## config.mk

```make
export PLATFORM = sky130hd
export DESIGN_NAME = servo_ctl
export DESIGN_NICKNAME = d
export VERILOG_FILES = /design/src/hw/srv_pkg.sv /design/src/hw/duty_map.sv /design/src/hw/pwm_gen.sv /design/src/hw/servo_ctl.sv
export VERILOG_INCLUDE_DIRS = /design/src /design/src/hw
export SDC_FILE = /design/constraint.sdc
export NUM_CORES = 1
export LEC_CHECK = 0
export BUFFER_PORTS_ARGS = -buffer_cell sky130_fd_sc_hd__buf_2
export CORE_MARGIN = 5
export CORE_UTILIZATION = 60
export CTS_BUF_LIST = sky130_fd_sc_hd__clkbuf_4
export DETAILED_ROUTE_END_ITERATION = 6
export PLACE_DENSITY = 0.81
export SETUP_SLACK_MARGIN = 0.05
export SLEW_MARGIN = 25
export SYNTH_ARGS = -nofsm -noshare
export SYNTH_HDL_FRONTEND = slang
export SYNTH_SLANG_ARGS = --single-unit
```

## constraint.sdc

```tcl
create_clock -name pclk -period 5.55 [get_ports pclk]
set_input_delay 0.2775 -clock pclk [delete_from_list [all_inputs] [get_ports pclk]]
set_output_delay 0.2775 -clock pclk [all_outputs]
set_load 0.01 [all_outputs]
```

## src/hw/srv_regs.svh

```systemverilog
`ifndef SRV_REGS_SVH
`define SRV_REGS_SVH

// Register byte offsets
`define SRV_OFS_CMD      8'h00
`define SRV_OFS_OPT      8'h04
`define SRV_OFS_TRIM     8'h08
`define SRV_OFS_STAT     8'h0C

// Drive option field positions, laid out as in the command frame
`define SRV_OPT_SOFT     2
`define SRV_OPT_TORQ     3
`define SRV_OPT_MDL      4
`define SRV_OPT_MDH      5

// Status field positions
`define SRV_ST_CUR_LSB   0
`define SRV_ST_DUTY_LSB  8
`define SRV_ST_STATE_LSB 12
`define SRV_ST_ACQ       14
`define SRV_ST_TMR_LSB   16

// Reset values
`define SRV_POS_RST      8'h00
`define SRV_OPT_RST      4'h0

// Timing: clock, tick of one microsecond, times in microseconds
`define SRV_CLK_HZ       10000000
`define SRV_TICK_HZ      1000000
`define SRV_TICK_CYC     (`SRV_CLK_HZ / `SRV_TICK_HZ)
`define SRV_START_MIN_US 416
`define SRV_START_MAX_US 1250
`define SRV_CONV_US      833
`define SRV_ACQ_MAX_US   7500
`define SRV_STEP_US      15625
`define SRV_STEP_LONG_US 31250
`define SRV_PWM_HZ       19200
`define SRV_PWM_PER      (`SRV_CLK_HZ / `SRV_PWM_HZ)
`define SRV_PWM_STEPS    16

// Duty codes
`define SRV_VAL_FULL     4'hF
`define SRV_DUTY_BASE    4'h2
`define SRV_CAP_00       4'hF
`define SRV_CAP_01       4'hA
`define SRV_CAP_10       4'h6
`define SRV_CAP_11       4'h3
`endif

```

## src/hw/srv_pkg.sv

```systemverilog
package srv_pkg;
  typedef enum logic [1:0] {
    ST_IDLE,
    ST_WAIT,
    ST_START,
    ST_PRESTOP
  } drive_state_e;

  typedef logic [15:0] tick_cnt_t;

  typedef struct packed {
    logic [7:0]   pot_s1;
    logic [7:0]   pot_s2;
    logic [7:0]   tb_cnt;
    tick_cnt_t    conv_cnt;
    tick_cnt_t    dly;
    tick_cnt_t    step;
    logic [3:0]   tmr;
    logic [7:0]   target;
    logic [7:0]   cur;
    logic         acquired;
    drive_state_e state;
    logic [3:0]   opt;
    logic [7:0]   trim;
    logic [3:0]   duty;
    logic         fwd;
    logic         rev;
    logic         pready;
    logic         pslverr;
    logic [31:0]  prdata;
  } ctl_s;

  typedef struct packed {
    logic [9:0] cnt;
    logic       pwm;
  } pwm_s;
endpackage

```

## src/hw/duty_map.sv

```systemverilog
`include "srv_regs.svh"
module duty_map (
  // Selection
  input  wire logic [1:0] max_sel,
  input  wire logic [3:0] val,
  // Result
  output logic [3:0]      duty
);
  import srv_pkg::*;
  logic [3:0] ramp;
  logic [3:0] cap;

  always_comb begin
    // Full-scale column: +2 offset, flat at Eh and at Fh near the top
    if (val == 4'hD) begin
      ramp = 4'hE;
    end else if (val > 4'hD) begin
      ramp = `SRV_VAL_FULL;
    end else begin
      ramp = val + `SRV_DUTY_BASE;
    end
    case (max_sel)
      2'h0:    cap = `SRV_CAP_00;
      2'h1:    cap = `SRV_CAP_01;
      2'h2:    cap = `SRV_CAP_10;
      default: cap = `SRV_CAP_11;
    endcase
    duty = (ramp > cap) ? cap : ramp;
  end
endmodule

```

## src/hw/pwm_gen.sv

```systemverilog
`include "srv_regs.svh"
module pwm_gen #(
  parameter int PER = `SRV_PWM_PER
) (
  // Clock and reset
  input  wire logic       pclk,
  input  wire logic       presetn,
  // Control
  input  wire logic       run,
  input  wire logic [3:0] duty,
  // Output
  output logic            pwm
);
  import srv_pkg::*;
  pwm_s q;
  pwm_s n;
  logic [15:0] phase;
  logic [15:0] limit;

  if (PER < `SRV_PWM_STEPS || PER > 1023) begin : g_chk
    $error("pwm_gen: PER out of range");
  end

  always_comb begin
    n = q;
    phase = 16'(q.cnt) * 16'(`SRV_PWM_STEPS);
    limit = (16'(duty) + 16'h0001) * 16'(PER);
    // Period restarts while idle so every run begins on a fresh cycle
    if (!run || q.cnt == 10'(PER - 1)) begin
      n.cnt = 10'h000;
    end else begin
      n.cnt = q.cnt + 10'h001;
    end
    n.pwm = run && (phase < limit);
  end

  always_ff @(posedge pclk or negedge presetn) begin
    if (!presetn) begin
      q <= '0;
    end else begin
      q <= n;
    end
  end

  assign pwm = q.pwm;
endmodule

```

## src/hw/servo_ctl.sv

```systemverilog
// Chosen here: the APB register port and the placing of the registers.
`include "srv_regs.svh"
module servo_ctl #(
  parameter int START_TICKS     = `SRV_START_MIN_US,
  parameter int CONV_TICKS      = `SRV_CONV_US,
  parameter int STEP_TICKS      = `SRV_STEP_US,
  parameter int STEP_LONG_TICKS = `SRV_STEP_LONG_US,
  parameter int PWM_PER         = `SRV_PWM_PER
) (
  // Clock and reset
  input  wire logic        pclk,
  input  wire logic        presetn,
  // APB slave
  input  wire logic        psel,
  input  wire logic        penable,
  input  wire logic        pwrite,
  input  wire logic [7:0]  paddr,
  input  wire logic [31:0] pwdata,
  output logic [31:0]      prdata,
  output logic             pready,
  output logic             pslverr,
  // Potentiometer conversion result
  input  wire logic [7:0]  potentiometer_input,
  // H-bridge drive
  output logic             bridge_fwd,
  output logic             bridge_rev
);
  import srv_pkg::*;

  ctl_s q;
  ctl_s n;

  logic              tick;
  logic              conv;
  logic              setup;
  logic              wr_done;
  logic signed [8:0] diff;
  logic [7:0]        mag;
  logic [3:0]        absd;
  logic              dir_fwd;
  logic [3:0]        map_val;
  logic [3:0]        map_duty;
  logic              pwm;
  logic              running;
  logic              drive_ok;
  tick_cnt_t         step_lim;

  if (START_TICKS < 1 || START_TICKS > 65535 ||
      CONV_TICKS < 1 || CONV_TICKS > 65535 ||
      STEP_TICKS < 1 || STEP_TICKS > 65535 || STEP_LONG_TICKS > 65535 ||
      STEP_LONG_TICKS < 1) begin : g_chk
    $error("servo_ctl: tick count out of range");
  end

  assign diff    = $signed({1'b0, q.target}) - $signed({1'b0, q.cur});
  assign mag     = diff[8] ? 8'(-diff) : diff[7:0];
  assign absd    = (mag > 8'h0F) ? 4'hF : mag[3:0];
  assign dir_fwd = !diff[8];
  assign running = (q.state == ST_START) || (q.state == ST_PRESTOP);

  // Without soft start the top of the table is the fixed drive level
  always_comb begin
    if (!q.opt[`SRV_OPT_SOFT - 2]) begin
      map_val = `SRV_VAL_FULL;
    end else if (q.state == ST_PRESTOP) begin
      map_val = absd;
    end else begin
      map_val = q.tmr;
    end
  end

  duty_map u_map (
    .max_sel ({q.opt[`SRV_OPT_MDH - 2], q.opt[`SRV_OPT_MDL - 2]}),
    .val     (map_val),
    .duty    (map_duty)
  );

  pwm_gen #(
    .PER (PWM_PER)
  ) u_pwm (
    .pclk    (pclk),
    .presetn (presetn),
    .run     (running),
    .duty    (q.duty),
    .pwm     (pwm)
  );

  always_comb begin
    n = q;
    // Pot sampled through two stages; value moves slowly between samples
    n.pot_s1 = potentiometer_input;
    n.pot_s2 = q.pot_s1;

    // Microsecond tick from the trimmed divider
    tick = (q.tb_cnt >= q.trim - 8'h01);
    n.tb_cnt = tick ? 8'h00 : q.tb_cnt + 8'h01;

    // Conversion interval
    conv = 1'b0;
    if (tick) begin
      if (q.conv_cnt >= tick_cnt_t'(CONV_TICKS - 1)) begin
        n.conv_cnt = '0;
        conv = 1'b1;
      end else begin
        n.conv_cnt = q.conv_cnt + 16'h0001;
      end
    end
    if (conv) begin
      if (!q.acquired) begin
        n.cur = q.pot_s2;
        n.acquired = 1'b1;
      end else if (q.cur < q.pot_s2) begin
        n.cur = q.cur + 8'h01;
      end else if (q.cur > q.pot_s2) begin
        n.cur = q.cur - 8'h01;
      end
    end

    // Motor control
    step_lim = q.opt[`SRV_OPT_TORQ - 2] ? tick_cnt_t'(STEP_LONG_TICKS - 1)
                                        : tick_cnt_t'(STEP_TICKS - 1);
    case (q.state)
      ST_IDLE: begin
        n.duty = 4'h0;
      end
      ST_WAIT: begin
        if (tick) begin
          if (q.dly >= tick_cnt_t'(START_TICKS - 1)) begin
            n.state = (absd == 4'h0) ? ST_IDLE : ST_START;
            n.tmr   = 4'h0;
            n.step  = '0;
          end else begin
            n.dly = q.dly + 16'h0001;
          end
        end
      end
      ST_START: begin
        n.duty = map_duty;
        if (absd == 4'h0) begin
          n.state = ST_IDLE;
        end else if (q.opt[`SRV_OPT_SOFT - 2] && q.tmr > absd) begin
          // The timer has just stepped; its new table entry must not reach
          // the bridge, so the old duty carries over into pre-stop
          n.duty  = q.duty;
          n.state = ST_PRESTOP;
        end else if (tick) begin
          if (q.step >= step_lim) begin
            n.step = '0;
            if (q.tmr != 4'hF) begin
              n.tmr = q.tmr + 4'h1;
            end
          end else begin
            n.step = q.step + 16'h0001;
          end
        end
      end
      ST_PRESTOP: begin
        // A stalled unit step keeps its drive; only arrival or a new command stops it
        n.duty = map_duty;
        if (absd == 4'h0) begin
          n.state = ST_IDLE;
        end
      end
      default: begin
        n.state = ST_IDLE;
      end
    endcase

    // APB: fixed one-cycle answer, data latched in setup
    setup   = psel && !penable;
    wr_done = psel && penable && q.pready && pwrite;
    n.pready  = setup;
    n.pslverr = 1'b0;
    n.prdata  = 32'h0000_0000;
    if (setup) begin
      case (paddr)
        `SRV_OFS_CMD:  n.prdata = {24'h000000, q.target};
        `SRV_OFS_OPT:  n.prdata = 32'({q.opt, 2'b00});
        `SRV_OFS_TRIM: n.prdata = {24'h000000, q.trim};
        `SRV_OFS_STAT: begin
          n.prdata[`SRV_ST_CUR_LSB +: 8]   = q.cur;
          n.prdata[`SRV_ST_DUTY_LSB +: 4]  = q.duty;
          n.prdata[`SRV_ST_STATE_LSB +: 2] = q.state;
          n.prdata[`SRV_ST_ACQ]            = q.acquired;
          n.prdata[`SRV_ST_TMR_LSB +: 4]   = q.tmr;
        end
        default: n.pslverr = 1'b1;
      endcase
      if (pwrite && paddr == `SRV_OFS_STAT) begin
        n.pslverr = 1'b1;
      end
    end
    if (wr_done && !q.pslverr) begin
      case (paddr)
        `SRV_OFS_CMD: begin
          // Every command restarts the start delay and timer
          n.target = pwdata[7:0];
          n.state  = ST_WAIT;
          n.dly    = '0;
          n.tmr    = 4'h0;
          n.step   = '0;
          n.duty   = 4'h0;
        end
        `SRV_OFS_OPT: n.opt = pwdata[`SRV_OPT_MDH:`SRV_OPT_SOFT];
        `SRV_OFS_TRIM: begin
          // Zero would wrap the divider to one tick per 256 cycles, so it is ignored
          if (pwdata[7:0] != 8'h00) begin
            n.trim = pwdata[7:0];
          end
        end
        default: n.target = q.target;
      endcase
    end

    // A command during drive releases the bridge at once for the new delay
    drive_ok = (n.state == ST_START) || (n.state == ST_PRESTOP);
    n.fwd = running && dir_fwd && pwm && drive_ok;
    n.rev = running && !dir_fwd && pwm && drive_ok;
  end

  always_ff @(posedge pclk or negedge presetn) begin
    if (!presetn) begin
      q          <= '0;
      q.cur      <= `SRV_POS_RST;
      q.target   <= `SRV_POS_RST;
      q.opt      <= `SRV_OPT_RST;
      q.trim     <= 8'(`SRV_TICK_CYC);
      q.state    <= ST_IDLE;
    end else begin
      q <= n;
    end
  end

  assign prdata     = q.prdata;
  assign pready     = q.pready;
  assign pslverr    = q.pslverr;
  assign bridge_fwd = q.fwd;
  assign bridge_rev = q.rev;
endmodule

```

==> After elaboration in Yosys (flattened, before gate mapping) <==
Index checks and enable logic that the tools add are counted.
Widths: inputs -> output; s select.
{ "op_classes": {"addsub": 13, "n_reduce_logical": 31, "n_eq_ne": 14, "muxes": 52, "order_cmp": 11, "n_mul": 1} }
{ "ops": {"columns": ["operator", "count"], "rows": [
  ["$mux 20", 4],
  ["$mux 36", 2],
  ["$mux 16", 4],
  ["$mux 8", 8],
  ["$pmux 15 s4", 1],
  ["$mux 4", 13],
  ["$add 16x1->16 const B", 3],
  ["$mux 44", 1],
  ["$pmux 20 s2", 1],
  ["$mux 33", 1],
  ["$pmux 4 s3", 2],
  ["$mux 18", 1],
  ["$add 8x1->8 const B", 2],
  ["$eq 8x4->1 const B", 2],
  ["$ge 16x10->1 const B", 1],
  ["$ge 16x15->1", 1],
  ["$ge 16x9->1 const B", 1],
  ["$lt 14x16->1", 1],
  ["$mul 16x7->13 const B", 1],
  ["$sub 8x1->8 const B", 2],
  ["$mux 15", 1],
  ["$logic_and 1x1->1", 14],
  ["$mux 2", 7],
  ["$add 10x1->10 const B", 1],
  ["30 further kinds", 47]
]} }
{ "totals": {"regBits": 158, "output_inout_bits": 36, "elab_cells": 143, "in_bits": 53} }

==> Depth between registers and ports, before layout <==
{ "logic_depth": {"word_depth": 20, "mapped_depth": 26, "depth_no_buf": 25} }

==> Modules after synthesis <==
From an unflattened synthesis, not the netlist that was laid out.
{ "hier_totals": {"cells_unflattened": 931, "area_unflattened_um2": 8974.9} }
{ "modules_own_cells": {"columns": ["mod", "seq_area_each_um2", "instances", "area_per_inst_um2", "cells_per_inst"], "rows": [
  ["servo_ctl", 3355.7, 1, 7991.4, 828],
  ["pwm_gen", 275.3, 1, 729.4, 70],
  ["duty_map", 0.0, 1, 254.0, 33]
]} }

==> Worst setup path after synthesis <==
OpenSTA, ideal clock, no wires.
{ "synth_path": {"kind": "register to register", "startpoint": "reg q[55] (netlist bit)", "endpoint": "reg q[39] (netlist bit)", "period_less_slack_ns": 4.645, "path_stages_with_launch": 26, "slack_ns": 0.905, "arrival_ns": 4.524, "setup_ns": 0.122, "n_path_buf": 1, "required_time_ns": 5.428, "cell_sequence": "dfrtp_1 -> ha_1 -> inv_1 -> fa_1 -> a21oi_1 -> o21ai_1 -> xnor2_1 -> nor4_4 -> mux2i_1 -> a32o_2 -> buf_6 -> nand2_1 -> nor2_1 -> o211ai_1 -> ha_1 -> o211ai_1 -> a31oi_1 -> nor2_1 -> o21ai_0 -> nand2_1 -> ha_1 -> nand2_1 -> a211oi_2 -> o2bb2ai_2 -> or3_1 -> a32o_1"} }
{ "synth_rtl": {"columns": ["element", "line", "source"], "rows": [
  ["start, declared", "servo_ctl.sv:30", "ctl_s q;"],
  ["start signal, assigned", "servo_ctl.sv:230", "q <= n;"]
]} }

==> impl_results.md <==
* Status: finished clean
* Startpoint Class: register
* Clk_skew at 0.01932 ns
* Worst hold path class: input port to register
* Routed Wire Length at 19280 µm
* Leading area contributor after synthesis: dfrtp_1
* Crit path max fanout at 8
* H-tree depth at 4
* Max-cap viol count at 0
* Most common cell in the netlist: dfrtp_1
* CTS tree: yes
* Area share of fa/ha/maj cells after synthesis at 10.81%
* HPWL Detailed at 13820 µm
* Crit-path max cell delay at 0.52 ns
* First-pass GRT wire length at 32870 µm
* CTS buffer count at 17
* Pleak at 0.004620 µW
* Top delay family on crit path: compound AO/OA/AOI/OAI gates
* Initial drt markers at 592
* Post-synth top cells: 143 x dfrtp_1, 90 x nor2_1, 78 x nand2_1, 73 x ha_1, 55 x inv_1
* Gr usage total at 22.83%
* Yosys Warn Count at 0
* Clk_lat worst skew at 0.58 ns
* CP Class: register to register
* PwrDens at 226.7 nW/µm²
* Setup TNS at 0 ns
* Critical-path top delay cell: dfrtp_1
* Final setup fails at 0
* Arr. time, crit path at 5.66 ns
* Drt pass-1 iters at 5
* Post-route clock period utilization at 93.60%
* Syn_area_per_cell at 9.560 µm²
* # DRC at 0
* Least-Margin Pin Slew at 0.8753 ns
* Number of global-route vias before repair at 6739
* Largest cells by area after synthesis: dfrtp_1 41%, ha_1 10%, nor2_1 3.8%
* Sequential cell area at 3631 µm²
* CP endpoint kind: register
* Crit path cell chain: inv_1 -> fa_1 -> a21oi_1 -> o21ai_1 -> xnor2_2 -> nor4_4 -> mux2i_1 -> a32o_2 -> nand2_1 -> nor2_1 -> o211ai_1 -> ha_1 -> o211ai_1 -> a31oi_1 -> nor2_1 -> o21ai_0 -> nand2_1 -> ha_1 -> nand2_1 -> a211oi_2 -> o2bb2ai_2 -> or3_1 -> a32o_1
* Synth Register Bits at 145
* GRT overflow at 0
* Fill cell instance count of the final layout at 1120
* R2R Setup Slk at 0.36 ns
* Port Buffer Count at 51
* Largest family of logic cells by synthesized area: simple AND/OR/NAND/NOR gates
* Via density at 5.872
* Bufs and invs on worst path at 1
* Post-synthesis mux area share at 4.297%
* Core area at 14480 µm²
* Pins Over Slew Limit at 0
* Die width at 131.3 µm
* Post-DR wirelength/cell at 16.35 µm
* Top FF cell, synth: dfrtp_1
* Sequential share of the synthesized area at 41.15%
* Clock tree buffer depth at 2
* Clock sink total at 145
* XOR/XNOR Fraction of Synth Area at 4.353%
* Vias at 6923
* Netlist Area Pre-Place at 8823 µm²
* Distinct cells, synth at 79
* Area delta synth->final at 8.537%
* Yosys top cell area share at 40.56%
* Initial antenna violation count at 1
* Critical path data required time at 6.02 ns
* Final Hold Violating Endpoints at 0
* Fmax at 0.1925 GHz
* Clk slew on worst S/H paths at 0.12 ns
* VDD IR max at 0.0001107 V
* Fraction of registers with async set/reset at 100.0%
* Slew Limit Headroom at 41.65%
* Core Rows at 44
* Share of post-route cells with drive strength above 1 at 13.98%
* Inst Count DP at 1126
* # IOs at 89
* # nets final at 1109
* Multi-input gate area at 4723 µm²
* Final non-filler cell total at 1179
* Final GP Congestion at 0.8612
* Post-synth EDFFs at 0
* CTS root buf: clkbuf_4
* Post-synthesis compound-gate area fraction at 14.21%
* Tmin final at 5.195 ns
* Die height at 131.3 µm
* DIE AREA at 17230 µm²
* Starting Density at 60.94%
* Synth Area in Simple Gates at 19.03%
* Detail Route Antenna Nets at 0
* Syn Inst Count at 923
* Largest net degree at the start of global routing at 75
* Most used cell, CP: nand2_1
## cell usage in the layout, fill, tap and decap left out, types with 22 or more instances in the layout
master	instances
xnor2_1	22
a21oi_1	40
buf_2	50
nor2_1	90
dfrtp_1	143
ha_1	73
nand3_1	40
nand2_1	78
inv_1	55
o21ai_0	41
## cell families (layout without fill, tap and decap cells)
| logic type | Yosys count | count (layout) |
|---|---|---|
| AOI/OAI and AO/OA | 184 | 184 |
| xor gates and xnor gates | 43 | 43 |
| adders and majority gates | 75 | 75 |
| buffers and inverters | 109 | 168 |
| DFF | 145 | 145 |
| muxes | 31 | 31 |
| other | 1 | 14 |
| and+or+nand+nor | 335 | 335 |
## stage by stage
step                hold slack, ns  setup slack (ns)  util [%]  instance area (µm²)  total power (µW)
CTS                        0.05270            0.4026     66.02                 9559              2185
finish                     0.08273            0.3550     66.14                 9577              2171
detailed placement          0.3355            0.4359     62.94                 9112              1567
floorplan                 -0.01809            0.9046         -                 8869              1453
global placement            0.3317            0.5912     62.88                 9105              1551
global route               0.08309         -0.007001     66.14                 9577              2296
## timing repair
item                                   in CTS  in global routing
setup buffers                               0                  0
setup endpoints to repair                   0                  1
endpoints found under the hold margin     101                  0
resized for setup                           0                  2
hold buffers                               20                  0
## sequential cells by signal (all words and copies together) (netlist names)
signal / count
bridge_fwd: 1
bridge_rev: 1
n: 8
prdata: 19
pready: 1
pslverr: 1
q: 103
u_pwm.pwm: 1
u_pwm.q: 10
## layout make-up
cell class	count	share of cell area, %
Antenna cell	1	0.02613
Clock buffer	20	1.568
Timing Repair Buffer	81	5.605
Sequential cell	145	37.91
Clock inverter	12	1.006
Inverter	55	2.156
Multi-Input combinational cell	681	49.32
Tap cell	184	2.404
## path summary, 6_finish.rpt
path | from | end | depth (start not counted)
setup / recovery | q[56] | q[39] | 23
min in group asynchronous | presetn | q[123] | 2
max in group asynchronous | presetn | q[109] | 3
hold / removal | psel | pslverr | 3
setup reg to reg | q[56] | q[39] | 23
hold reg to reg | n[133] | q[133] | 0
## tightest hold or removal path: stages
cell and delay (ns):
buf_2 0.10, nor2b_1 0.14, nor2b_1 0.12
## layer usage
layer	wire length (µm)	share of wire [%]	track usage (%)	vias to the layer above
met1	8794	46	32.09	3330
li1	-	-	-	3336
met5	0	0	0	-
met2	8900	46	35.21	219
met4	433	2.2	8.629	0
met3	1145	5.9	4.549	38
## power breakdown
group	switching [µW]	internal (µW)
clock network	375	230
registers	60.5	1110
logic	245	152
No activity file was read; power rests on OpenSTA's default activity.
